==> src/uhie_pkg.sv <==
// Constants, register layout and carrier types of the host event flag and gate logic.
// Assumes a plain register port on a single 40 MHz clock.
package uhie_pkg;
  localparam logic [31:0] UHIE_FLAGS_ADDR = 32'h9010100c;
  localparam logic [31:0] UHIE_GATE_ADDR = 32'h90101010;
  localparam int UHIE_MASTER_BIT = 31;
  localparam int UHIE_OWN_BIT = 30;
  localparam int UHIE_ROOT_BIT = 6;
  localparam int UHIE_FRAME_OVF_BIT = 5;
  localparam int UHIE_FATAL_BIT = 4;
  localparam int UHIE_RESUME_BIT = 3;
  localparam int UHIE_SOF_BIT = 2;
  localparam int UHIE_DONE_BIT = 1;
  localparam int UHIE_OVERRUN_BIT = 0;
  localparam logic [31:0] UHIE_FLAG_MASK = 32'h4000007f;
  localparam logic [31:0] UHIE_GATE_MASK = 32'hc000007f;
  localparam logic [31:0] UHIE_RESET_VAL = 32'h00000000;
  localparam logic [1:0] UHIE_CNT_RESET = 2'h0;

  typedef struct packed {
    logic [31:0] addr;
    logic [31:0] wdata;
    logic wr;
    logic rd;
  } uhie_bus_req_t;

  typedef struct packed {
    logic ownership_request_bit;
    logic root_hub_change;
    logic frame_counter_msb;
    logic shared_frame_updated;
    logic system_error;
    logic resume_signaling;
    logic sw_resume_command;
    logic frame_start;
    logic done_head_written;
    logic schedule_overrun;
  } uhie_events_t;
endpackage : uhie_pkg

==> src/uhie_top.sv <==
// Event flag register, set-only gate register and level interrupt request.
// Assumes event inputs synchronous to ref_clk_in, one-cycle pulses except levels named so.
`timescale 1ns/100ps
module uhie_top import uhie_pkg::*; #(
  parameter bit HAS_MGMT_INT = 1'b1
) (
  input wire logic ref_clk_in,
  input wire logic rst_n_in,
  input wire uhie_bus_req_t bus_in,
  input wire uhie_events_t ev_in,
  output logic [31:0] rdata_out,
  output logic irq_out,
  output logic mgmt_irq_out,
  output logic halt_out,
  output logic [1:0] overrun_counter_out
);
  //////////////////////////////////////////////////////////////////////////////
  logic rst_sync1_q;
  logic rst_n_q;
  always_ff @(posedge ref_clk_in or negedge rst_n_in) begin
    if (!rst_n_in) begin
      rst_sync1_q <= 1'b0;
      rst_n_q <= 1'b0;
    end else begin
      rst_sync1_q <= 1'b1;
      rst_n_q <= rst_sync1_q;
    end
  end

  //////////////////////////////////////////////////////////////////////////////
  logic [31:0] flags_q;
  logic [31:0] flags_d;
  logic [31:0] gate_q;
  logic [31:0] set_v;
  logic [31:0] clr_v;
  logic msb_q;
  logic resume_q;
  logic own_req_q;
  logic wr_flags;
  logic wr_gate;

  assign wr_flags = bus_in.wr && (bus_in.addr == UHIE_FLAGS_ADDR);
  assign wr_gate = bus_in.wr && (bus_in.addr == UHIE_GATE_ADDR);

  always_comb begin
    set_v = UHIE_RESET_VAL;
    set_v[UHIE_OWN_BIT] = ev_in.ownership_request_bit && !own_req_q && HAS_MGMT_INT;
    set_v[UHIE_ROOT_BIT] = ev_in.root_hub_change;
    set_v[UHIE_FRAME_OVF_BIT] = ev_in.shared_frame_updated && (ev_in.frame_counter_msb != msb_q);
    set_v[UHIE_FATAL_BIT] = ev_in.system_error;
    set_v[UHIE_RESUME_BIT] = ev_in.resume_signaling && !resume_q && !ev_in.sw_resume_command;
    set_v[UHIE_SOF_BIT] = ev_in.frame_start && ev_in.shared_frame_updated;
    set_v[UHIE_DONE_BIT] = ev_in.done_head_written;
    set_v[UHIE_OVERRUN_BIT] = ev_in.schedule_overrun && ev_in.shared_frame_updated;
    clr_v = wr_flags ? bus_in.wdata : UHIE_RESET_VAL;
    // Set wins over a clear in the same cycle so no event is lost.
    flags_d = ((flags_q & ~clr_v) | set_v) & UHIE_FLAG_MASK;
    if (!HAS_MGMT_INT) begin
      flags_d[UHIE_OWN_BIT] = 1'b0;
    end
  end

  always_ff @(posedge ref_clk_in or negedge rst_n_q) begin
    if (!rst_n_q) begin
      flags_q <= UHIE_RESET_VAL;
      msb_q <= 1'b0;
      resume_q <= 1'b0;
      own_req_q <= 1'b0;
    end else begin
      flags_q <= flags_d;
      if (ev_in.shared_frame_updated) begin
        msb_q <= ev_in.frame_counter_msb;
      end
      resume_q <= ev_in.resume_signaling;
      own_req_q <= ev_in.ownership_request_bit;
    end
  end

  //////////////////////////////////////////////////////////////////////////////
  always_ff @(posedge ref_clk_in or negedge rst_n_q) begin
    if (!rst_n_q) begin
      gate_q <= UHIE_RESET_VAL;
    end else if (wr_gate) begin
      gate_q <= gate_q | (bus_in.wdata & UHIE_GATE_MASK);
    end
  end

  always_ff @(posedge ref_clk_in or negedge rst_n_q) begin
    if (!rst_n_q) begin
      overrun_counter_out <= UHIE_CNT_RESET;
    end else if (set_v[UHIE_OVERRUN_BIT]) begin
      overrun_counter_out <= overrun_counter_out + 2'h1;
    end
  end

  //////////////////////////////////////////////////////////////////////////////
  // Master gate touches only the request outputs, never list processing.
  always_ff @(posedge ref_clk_in or negedge rst_n_q) begin
    if (!rst_n_q) begin
      irq_out <= 1'b0;
      mgmt_irq_out <= 1'b0;
      halt_out <= 1'b0;
    end else begin
      irq_out <= gate_q[UHIE_MASTER_BIT] && |(flags_d & gate_q & UHIE_FLAG_MASK);
      mgmt_irq_out <= gate_q[UHIE_MASTER_BIT] && flags_d[UHIE_OWN_BIT] && gate_q[UHIE_OWN_BIT];
      halt_out <= flags_d[UHIE_FATAL_BIT];
    end
  end

  always_ff @(posedge ref_clk_in or negedge rst_n_q) begin
    if (!rst_n_q) begin
      rdata_out <= UHIE_RESET_VAL;
    end else if (bus_in.rd && bus_in.addr == UHIE_FLAGS_ADDR) begin
      rdata_out <= flags_q;
    end else if (bus_in.rd && bus_in.addr == UHIE_GATE_ADDR) begin
      rdata_out <= gate_q;
    end else begin
      rdata_out <= UHIE_RESET_VAL;
    end
  end
endmodule : uhie_top

==> config.mk <==
export PLATFORM = sky130hd
export DESIGN_NAME = uhie_top
export DESIGN_NICKNAME = d
export VERILOG_FILES = /design/src/uhie_pkg.sv /design/src/uhie_top.sv
export SDC_FILE = /design/constraint.sdc
export NUM_CORES = 1
export LEC_CHECK = 0
export BUFFER_PORTS_ARGS = -buffer_cell sky130_fd_sc_hd__buf_2
export CAP_MARGIN = 5
export CORE_MARGIN = 4
export CORE_UTILIZATION = 38
export DETAILED_ROUTE_END_ITERATION = 10
export PLACE_DENSITY = 0.77
export RECOVER_POWER = 100
export SETUP_SLACK_MARGIN = 0.1
export SYNTH_ARGS = -nofsm -noshare
export SYNTH_HDL_FRONTEND = slang
export SYNTH_SLANG_ARGS = --single-unit
==> constraint.sdc <==
create_clock -name ref_clk_in -period 1.12 [get_ports ref_clk_in]
set_input_delay 0.168 -clock ref_clk_in [delete_from_list [all_inputs] [get_ports ref_clk_in]]
set_output_delay 0.168 -clock ref_clk_in [all_outputs]
set_load 0.01 [all_outputs]
==> results by group, run 1 <==
Outcome
  – Status: finished with violations
  – Violated checks: negative setup slack

Die
  – IO Pins: around 120
  – Die Span Y: about 76 µm
  – Starting Density: 0.395
  – Placement row count: 24
  – DIE WIDTH: 75.5 µm
  – Core Box Area: around 0.0044 mm²
  – Die area: between 0.005 and 0.006 mm²

Finish
  – P&R area growth vs syn: 57.2%
  – Most frequent cells in the layout: buf_2, dfrtp_1, buf_4
  – Fin util: 0.621
  – Layout cells sized above 1: 0.469
  – Most common cell after layout, fill and taps aside: buf_2
  – Net count, final: 356
  – Ant diodes: 0
  – Final instance count without filler cells: ~330

CTS
  – Total clock sinks: 35
  – CTS Buf Count: 5
  – CTS Buffer Depth: 2
  – Clock root buffer: clkbuf_8
  – Clock transition at path regs: ~0.060 ns
  – Worst skew pair latency: approximately 0.28 ns
  – CTS H-tree depth: 2
  – CTS tree: yes

Worst setup path
  – Max FO, Critical Path: 4
  – CP Capture Type: flop
  – Worst Path Required: ~1.3 ns
  – Crit path kind: in -> reg
  – Worst Setup Start Kind: input port
  – R2r worst-path depth: 5
  – Critical Path AT: between 1.5 and 2 ns

Yosys
  – Syn avg cell area: 11.0 µm²
  – Distinct cells, synth: 28
  – Mapped Cells: between 150 and 200
  – Yosys Warn Count: 0
  – Sequential area share after synthesis: 0.506
  – Area contributors post-synth: dfrtp_1, buf_4, a21o_1
  – Top cell type's share of synthesized area: 0.506
  – Synthesized cell area: about 0.0017 mm²
  – #FFs+latches synth: 35
  – Yosys top cell by area: dfrtp_1

Placed design
  – DP Cell Count: slightly above 300
  – Worst slack, placed: -0.744 ns
  – PortBufs: slightly below 70
  – Routability cong.: between 0.7 and 0.8
  – Placed wire-length estimate: 3310 µm

Timing
  – Period Utilization, post-route: 1.37
  – Hold Fails Final Rpt: 0
  – Worst slew pin tran: between 0.7 and 0.8 ns
  – Layout Skew: slightly below 0.007 ns
  – Fmax: ~650 MHz
  – Slew Viols, Final: 0
  – Setup violators final: 28
  – RSZ-0062 raised after global routing: true
  – Setup ws final: -0.416 ns
  – Hold WS: ~0.11 ns
  – Slew HR: 0.498
  – Period minus WS final: between 1.5 and 2 ns

Global route
  – Vias in the first global route: between 1,500 and 2,000
  – Grt total ovfl: 0
  – Global-route wire length before repair: 6960 µm
  – Pin count of the biggest net entering global routing: 34
  – Initial antenna violation count: 0
  – Global-route usage over all layers: 0.165

Run
  – Max Cap Viol: 0

Routing
  – Drt total wl: about 4800 µm
  – DRT Pass-1 Iters: 4
  – Via density: a little under 5
  – Routed wire length per instance: approximately 15 µm
  – DR iter-0 viols: 80
  – Detail Route Antenna Nets: 0
  – # DRC: 0
  – Vias: between 1,500 and 2,000

Min path
  – Min-Delay Path Class: in -> reg
  – Hold Path Stages: 2

Power
  – Peak supply drop: about 470 µV
  – Static leakage: 1.37 nW
  – Pwr Total: approximately 2.6 mW
  – PwrDens: between 900 and 1000 mW/mm²
-- per-layer routing --
metal  GRT usage  vias to the layer above  share of wire
met3      0.0462                       10          0.088
met1       0.195                      754           0.39
met2       0.285                       71           0.51
met5           0                        -              0
li1            -                      766              -
met4      0.0641                        0          0.015
-- cells by family after synthesis --
family	Yosys count	synth area share
DFF	35	0.506
and+or+nand+nor	49	0.186
AOI/OAI and AO/OA	39	0.165
xor gates and xnor gates	3	0.0152
muxes	1	0.00650
buffers and inverters	29	0.117
other	2	0.00434
-- cell usage after synthesis --
cell	number
conb_1	2
xor2_1	1
nor3_2	2
a21o_1	16
nand2_1	13
nand4_1	2
buf_4	24
nor4b_2	4
o22ai_1	3
a21boi_0	1
o41a_1	1
buf_2	3
nor4_1	10
o32ai_1	1
and2_1	2
nand4b_1	2
nor3b_1	3
mux2_2	1
a21oi_1	1
nor2_1	3
nor2b_1	1
and4_1	2
xnor2_1	2
o21ai_0	7
dfrtp_1	35
inv_1	2
a22o_1	9
nand2b_1	5
-- state kept, by name, summed over array words and instances (netlist names) --
name	count
gate_q	9
rdata_out	9
flags_q	8
overrun_counter_out	2
irq_out	1
mgmt_irq_out	1
msb_q	1
own_req_q	1
resume_q	1
rst_n_q	1
rst_sync1_q	1
-- repair_timing --
action / 4_1_cts / 5_1_grt
pin swaps: 18 / 13
endpoints found under the setup margin: 29 / 30
hold endpoints to repair: 3 / 0
buffers inserted: 8 / 5
hold buffers: 2 / 0
gates resized for setup: 24 / 16
-- where the power goes --
part           total (mW)  internal [mW]  switching [mW]  leakage (nW)
combinational       0.471          0.246           0.225         0.901
sequential           1.34           1.31          0.0284         0.430
clock               0.816          0.414           0.402        0.0371
total                2.63           1.97           0.655          1.37
-- worst max-delay path, cell delays in order --
cell     delay [ns]
buf_6          0.09
nor4b_4        0.26
nand4_1        0.17
buf_6          0.17
buf_6          0.13
nor4b_2        0.22
o22ai_1        0.09
o41a_1         0.40
-- final cells by class --
class	count	area, µm²
fillers	355	1660
multi-input cells	116	891
flip-flops and latches	35	877
repair buffers	118	810
clock buffers	6	72.6
well taps	52	65.1
inverters	2	7.51
-- worst paths after layout --
path / to / slack (ns) / startpoint
hold reg to reg: rst_n_q / 0.35 / rst_sync1_q
hold / removal: gate_q[31] / 0.11 / bus_in[33]
setup / recovery: irq_out / -0.42 / bus_in[53]
min in group asynchronous: rst_sync1_q / 0.20 / rst_n_in
max in group asynchronous: overrun_counter_out[0] / 0.22 / rst_n_q
setup reg to reg: irq_out / -0.38 / msb_q
-- stage by stage --
| step | setup TNS, ns | cell area [µm²] |
|---|---|---|
| floorplan | -6.55 | 1900 |
| finish | -8.81 | 2720 |
| global placement | -13.08 | 2390 |
| detailed placement | -13.87 | 2390 |
| global route | -10.92 | 2720 |
| CTS | -8.75 | 2660 |
(Power assumes the default switching activity.)
==> inputs of run 2 (changes only) <==
--- a/config.mk
+++ b/config.mk
@@ -5,12 +5,13 @@
 export SDC_FILE = /design/constraint.sdc
 export NUM_CORES = 1
 export LEC_CHECK = 0
+export ABC_AREA = 1
 export BUFFER_PORTS_ARGS = -buffer_cell sky130_fd_sc_hd__buf_2
 export CAP_MARGIN = 5
 export CORE_MARGIN = 4
 export CORE_UTILIZATION = 38
 export DETAILED_ROUTE_END_ITERATION = 10
-export PLACE_DENSITY = 0.77
+export PLACE_DENSITY = 0.76
 export RECOVER_POWER = 100
 export SETUP_SLACK_MARGIN = 0.1
 export SYNTH_ARGS = -nofsm -noshare
==> results by group, run 2 <==
Timing
  – Period minus WS final: 1.36 ns (-0.176 ns)
  – Hold WS: 0.0937 ns (-0.0123 ns)
  – Layout Skew: 0.0135 ns (+0.00670 ns)
  – RSZ-0062 raised after global routing: true
  – Setup violators final: 18 (-36%)
  – Fmax: 735 MHz (+13%)
  – Worst slew pin tran: 0.534 ns (-0.218 ns)
  – Hold Fails Final Rpt: 0 (unchanged)
  – Setup ws final: -0.240 ns (+0.176 ns)
  – Slew HR: 0.644 (+0.146)
  – Period Utilization, post-route: 1.21 (-0.157)
  – Slew Viols, Final: 0 (unchanged)

CTS
  – CTS Buffer Depth: 2 (unchanged)
  – Clock transition at path regs: 0.07 ns (about the same)
  – CTS Buf Count: 5 (unchanged)
  – CTS H-tree depth: 2 (unchanged)
  – Total clock sinks: 35 (unchanged)
  – Clock root buffer: clkbuf_8
  – Worst skew pair latency: 0.29 ns (about the same)
  – CTS tree: yes

Finish
  – Ant diodes: 0 (unchanged)
  – Net count, final: 380 (+6.7%)
  – Most frequent cells in the layout: buf_2, nand2_1, dfrtp_1
  – Post-route cell area: 0.00267 mm² (-1.8%)
  – Most common cell after layout, fill and taps aside: buf_2
  – P&R area growth vs syn: 52.8%
  – Largest regs: gate_q: 9 flops, rdata_out: 9 flops, flags_q: 8 flops
  – Layout cells sized above 1: 0.492 (+0.0224)
  – Fin util: 0.605 (-0.0156)

Outcome
  – Violated checks: negative setup slack
  – Status: finished with violations

Run
  – Max Cap Viol: 0 (unchanged)

Placed design
  – PortBufs: 68 (unchanged)
  – Placed wire-length estimate: 3170 µm (-4.4%)
  – Dpl cell area: 0.00223 mm² (-6.6%)
  – Routability cong.: 0.806 (+6.4%)

Power
  – Peak supply drop: 550 µV (+17%)
  – Static leakage: 1.32 nW (-3.8%)
  – PwrDens: 966 mW/mm² (about the same)

Min path
  – Hold Startpoint: ev_in[1]
  – Min-Delay Path Class: in -> reg
  – Hold Path Stages: 3 (+1)
  – Worst Hold End: flags_q[1]

Yosys
  – Post-synth top flop: dfrtp_1
  – Adder-Cell Fraction of Synth Area: 0 (unchanged)
  – Post-synth top cells: nand2_1, dfrtp_1, buf_4, nand3_1, nor2_1
  – Mapped Cells: 208 (+32%)
  – Sequential area share after synthesis: 0.501 (-0.00507)
  – Complex-gate fraction of the synthesized area: 0.0401 (-0.125)
  – #FFs+latches synth: 35 (unchanged)
  – Simple-Gate Fraction of Synth Area: 0.283 (+0.0968)
  – Count leader, synth: nand2_1
  – XOR/XNOR Fraction of Synth Area: 0.00501 (-0.0102)
  – Distinct cells, synth: 22 (-21%)
  – Top cell type's share of synthesized area: 0.501 (-0.00507)
  – Syn avg cell area: 8.41 µm² (-23%)
  – Post-synthesis mux area share: 0.00644 (-0.0000651)
  – Area contributors post-synth: dfrtp_1, nand2_1, buf_4
  – Yosys Warn Count: 0 (unchanged)
  – Synthesized cell area: 0.00175 mm² (+1.0%)
  – Number of flops mapped to enable cells by yosys: 0 (unchanged)
  – Async SR Flop Fraction: 1.00 (unchanged)
  – Yosys top cell by area: dfrtp_1
  – Largest family of logic cells by synthesized area: simple AND/OR/NAND/NOR gates

Routing
  – Drt total wl: 5190 µm (+7.8%)
  – Routed wire length per instance: 14.6 µm (-0.13%)
  – Via density: 4.76 (-2.2%)
  – DRT Pass-1 Iters: 4 (unchanged)
  – # DRC: 0 (unchanged)
  – DR iter-0 viols: 198 (+150%)
  – Detail Route Antenna Nets: 0 (unchanged)
  – Vias: 1,689 (+5.5%)

Global route
  – Global-route wire length before repair: 6580 µm (-5.5%)
  – Grt total ovfl: 0 (unchanged)
  – Global-route usage over all layers: 0.154 (-0.0114)
  – Pin count of the biggest net entering global routing: 21 (-38%)
  – Initial antenna violation count: 0 (unchanged)
  – Vias in the first global route: 1,462 (-6.9%)

Worst setup path
  – RR Startpoint: msb_q
  – Max FO, Critical Path: 6 (+2)
  – Crit Reg-Reg Endpoint: irq_out
  – Critical Path AT: 1.54 ns (-0.16 ns)
  – CP Capture Type: flop
  – Worst Path Required: 1.30 ns (about the same)
  – Worst Setup Start Kind: input port
  – R2r worst-path depth: 7 (+2)
  – R2R setup slack: -0.14 ns (+0.24 ns)
  – Crit path kind: in -> reg

Die
  – Die Span Y: 75.8 µm (+0.45%)
  – Die area: 0.00575 mm² (+0.90%)
  – DIE WIDTH: 75.8 µm (+0.45%)
  – Placement row count: 24 (unchanged)
  – Starting Density: 0.396 (+0.00128)
  – IO Pins: 115 (unchanged)
  – Core Box Area: 0.00441 mm² (+0.68%)
-- run 2: kinds of logic (layout without fill, tap and decap cells) --
| logic type | count (synthesis) | count (layout) |
|---|---|---|
| buf+inv | 48 | 120 |
| flops | 35 | 35 |
| compound gates | 10 | 10 |
| simple gates | 111 | 112 |
| other cells | 2 | 24 |
| mux | 1 | 1 |
| xor+xnor | 1 | 1 |
-- run 2: cell type report --
cell class | count | area [µm²]
Sequential cell | 35 | 876
Inverter | 20 | 75.1
Clock inverter | 2 | 12.5
Multi-Input combinational cell | 148 | 961
Clock buffer | 6 | 72.6
Fill cell | 345 | 1740
Tap cell | 52 | 65.1
Timing Repair Buffer | 92 | 611
-- run 2: where the power goes --
part	switching [mW]	internal (mW)
sequential	0.0309	1.30
clock	0.467	0.435
combinational	0.204	0.146
total	0.701	1.88
-- run 2: per-stage QoR --
stage	cells	setup TNS (ns)	worst slack (ns)	power [mW]
2_1_floorplan	230	-0.633	-0.186	1.55
3_3_place_gp	335	-5.44	-0.463	1.66
3_5_place_dp	335	-5.94	-0.483	1.67
4_1_cts	351	-0.167	-0.131	2.56
5_1_grt	355	-4.09	-0.343	2.66
6_report	355	-1.37	-0.240	2.58
-- run 2: how the worst max path moves through the flow --
stage | start | depth (start not counted) | slack, ns | to
3_3_place_gp | bus_in[35] | 14 | -0.46 | irq_out
5_1_grt | bus_in[62] | 15 | -0.34 | irq_out
3_5_place_dp | bus_in[43] | 14 | -0.48 | irq_out
2_1_floorplan | bus_in[43] | 13 | -0.19 | irq_out
6_report | bus_in[37] | 15 | -0.24 | irq_out
4_1_cts | bus_in[43] | 14 | -0.13 | irq_out
-- run 2: timing repair --
action / CTS / global route
pin swaps: 8 / 35
setup buffers: 3 / 3
hold buffers: 3 / 0
setup endpoints to repair: 13 / 28
gates cloned: 2 / 1
resized for setup: 17 / 49
hold endpoints to repair: 4 / 0
-- run 2: critical path, cell delays in order --
cell and delay [ns]:
buf_2 0.11, nand2_1 0.08, inv_1 0.08, nand2_1 0.06, nor2_1 0.13, nand2_2 0.08, nor2_4 0.14, buf_12 0.14
nand3_2 0.07, nand2_2 0.09, nand2_2 0.07, nand2_2 0.08, nand2_2 0.05, nor2_2 0.11, a21oi_2 0.06
-- run 2: layer usage --
| metal | global-route usage | wire length (µm) | part of all wire |
|---|---|---|---|
| met2 | 0.276 | 2810 | 0.54 |
| met4 | 0.0466 | 132 | 0.025 |
| met1 | 0.172 | 1890 | 0.36 |
| met3 | 0.0515 | 356 | 0.069 |
| met5 | 0 | 0 | 0 |
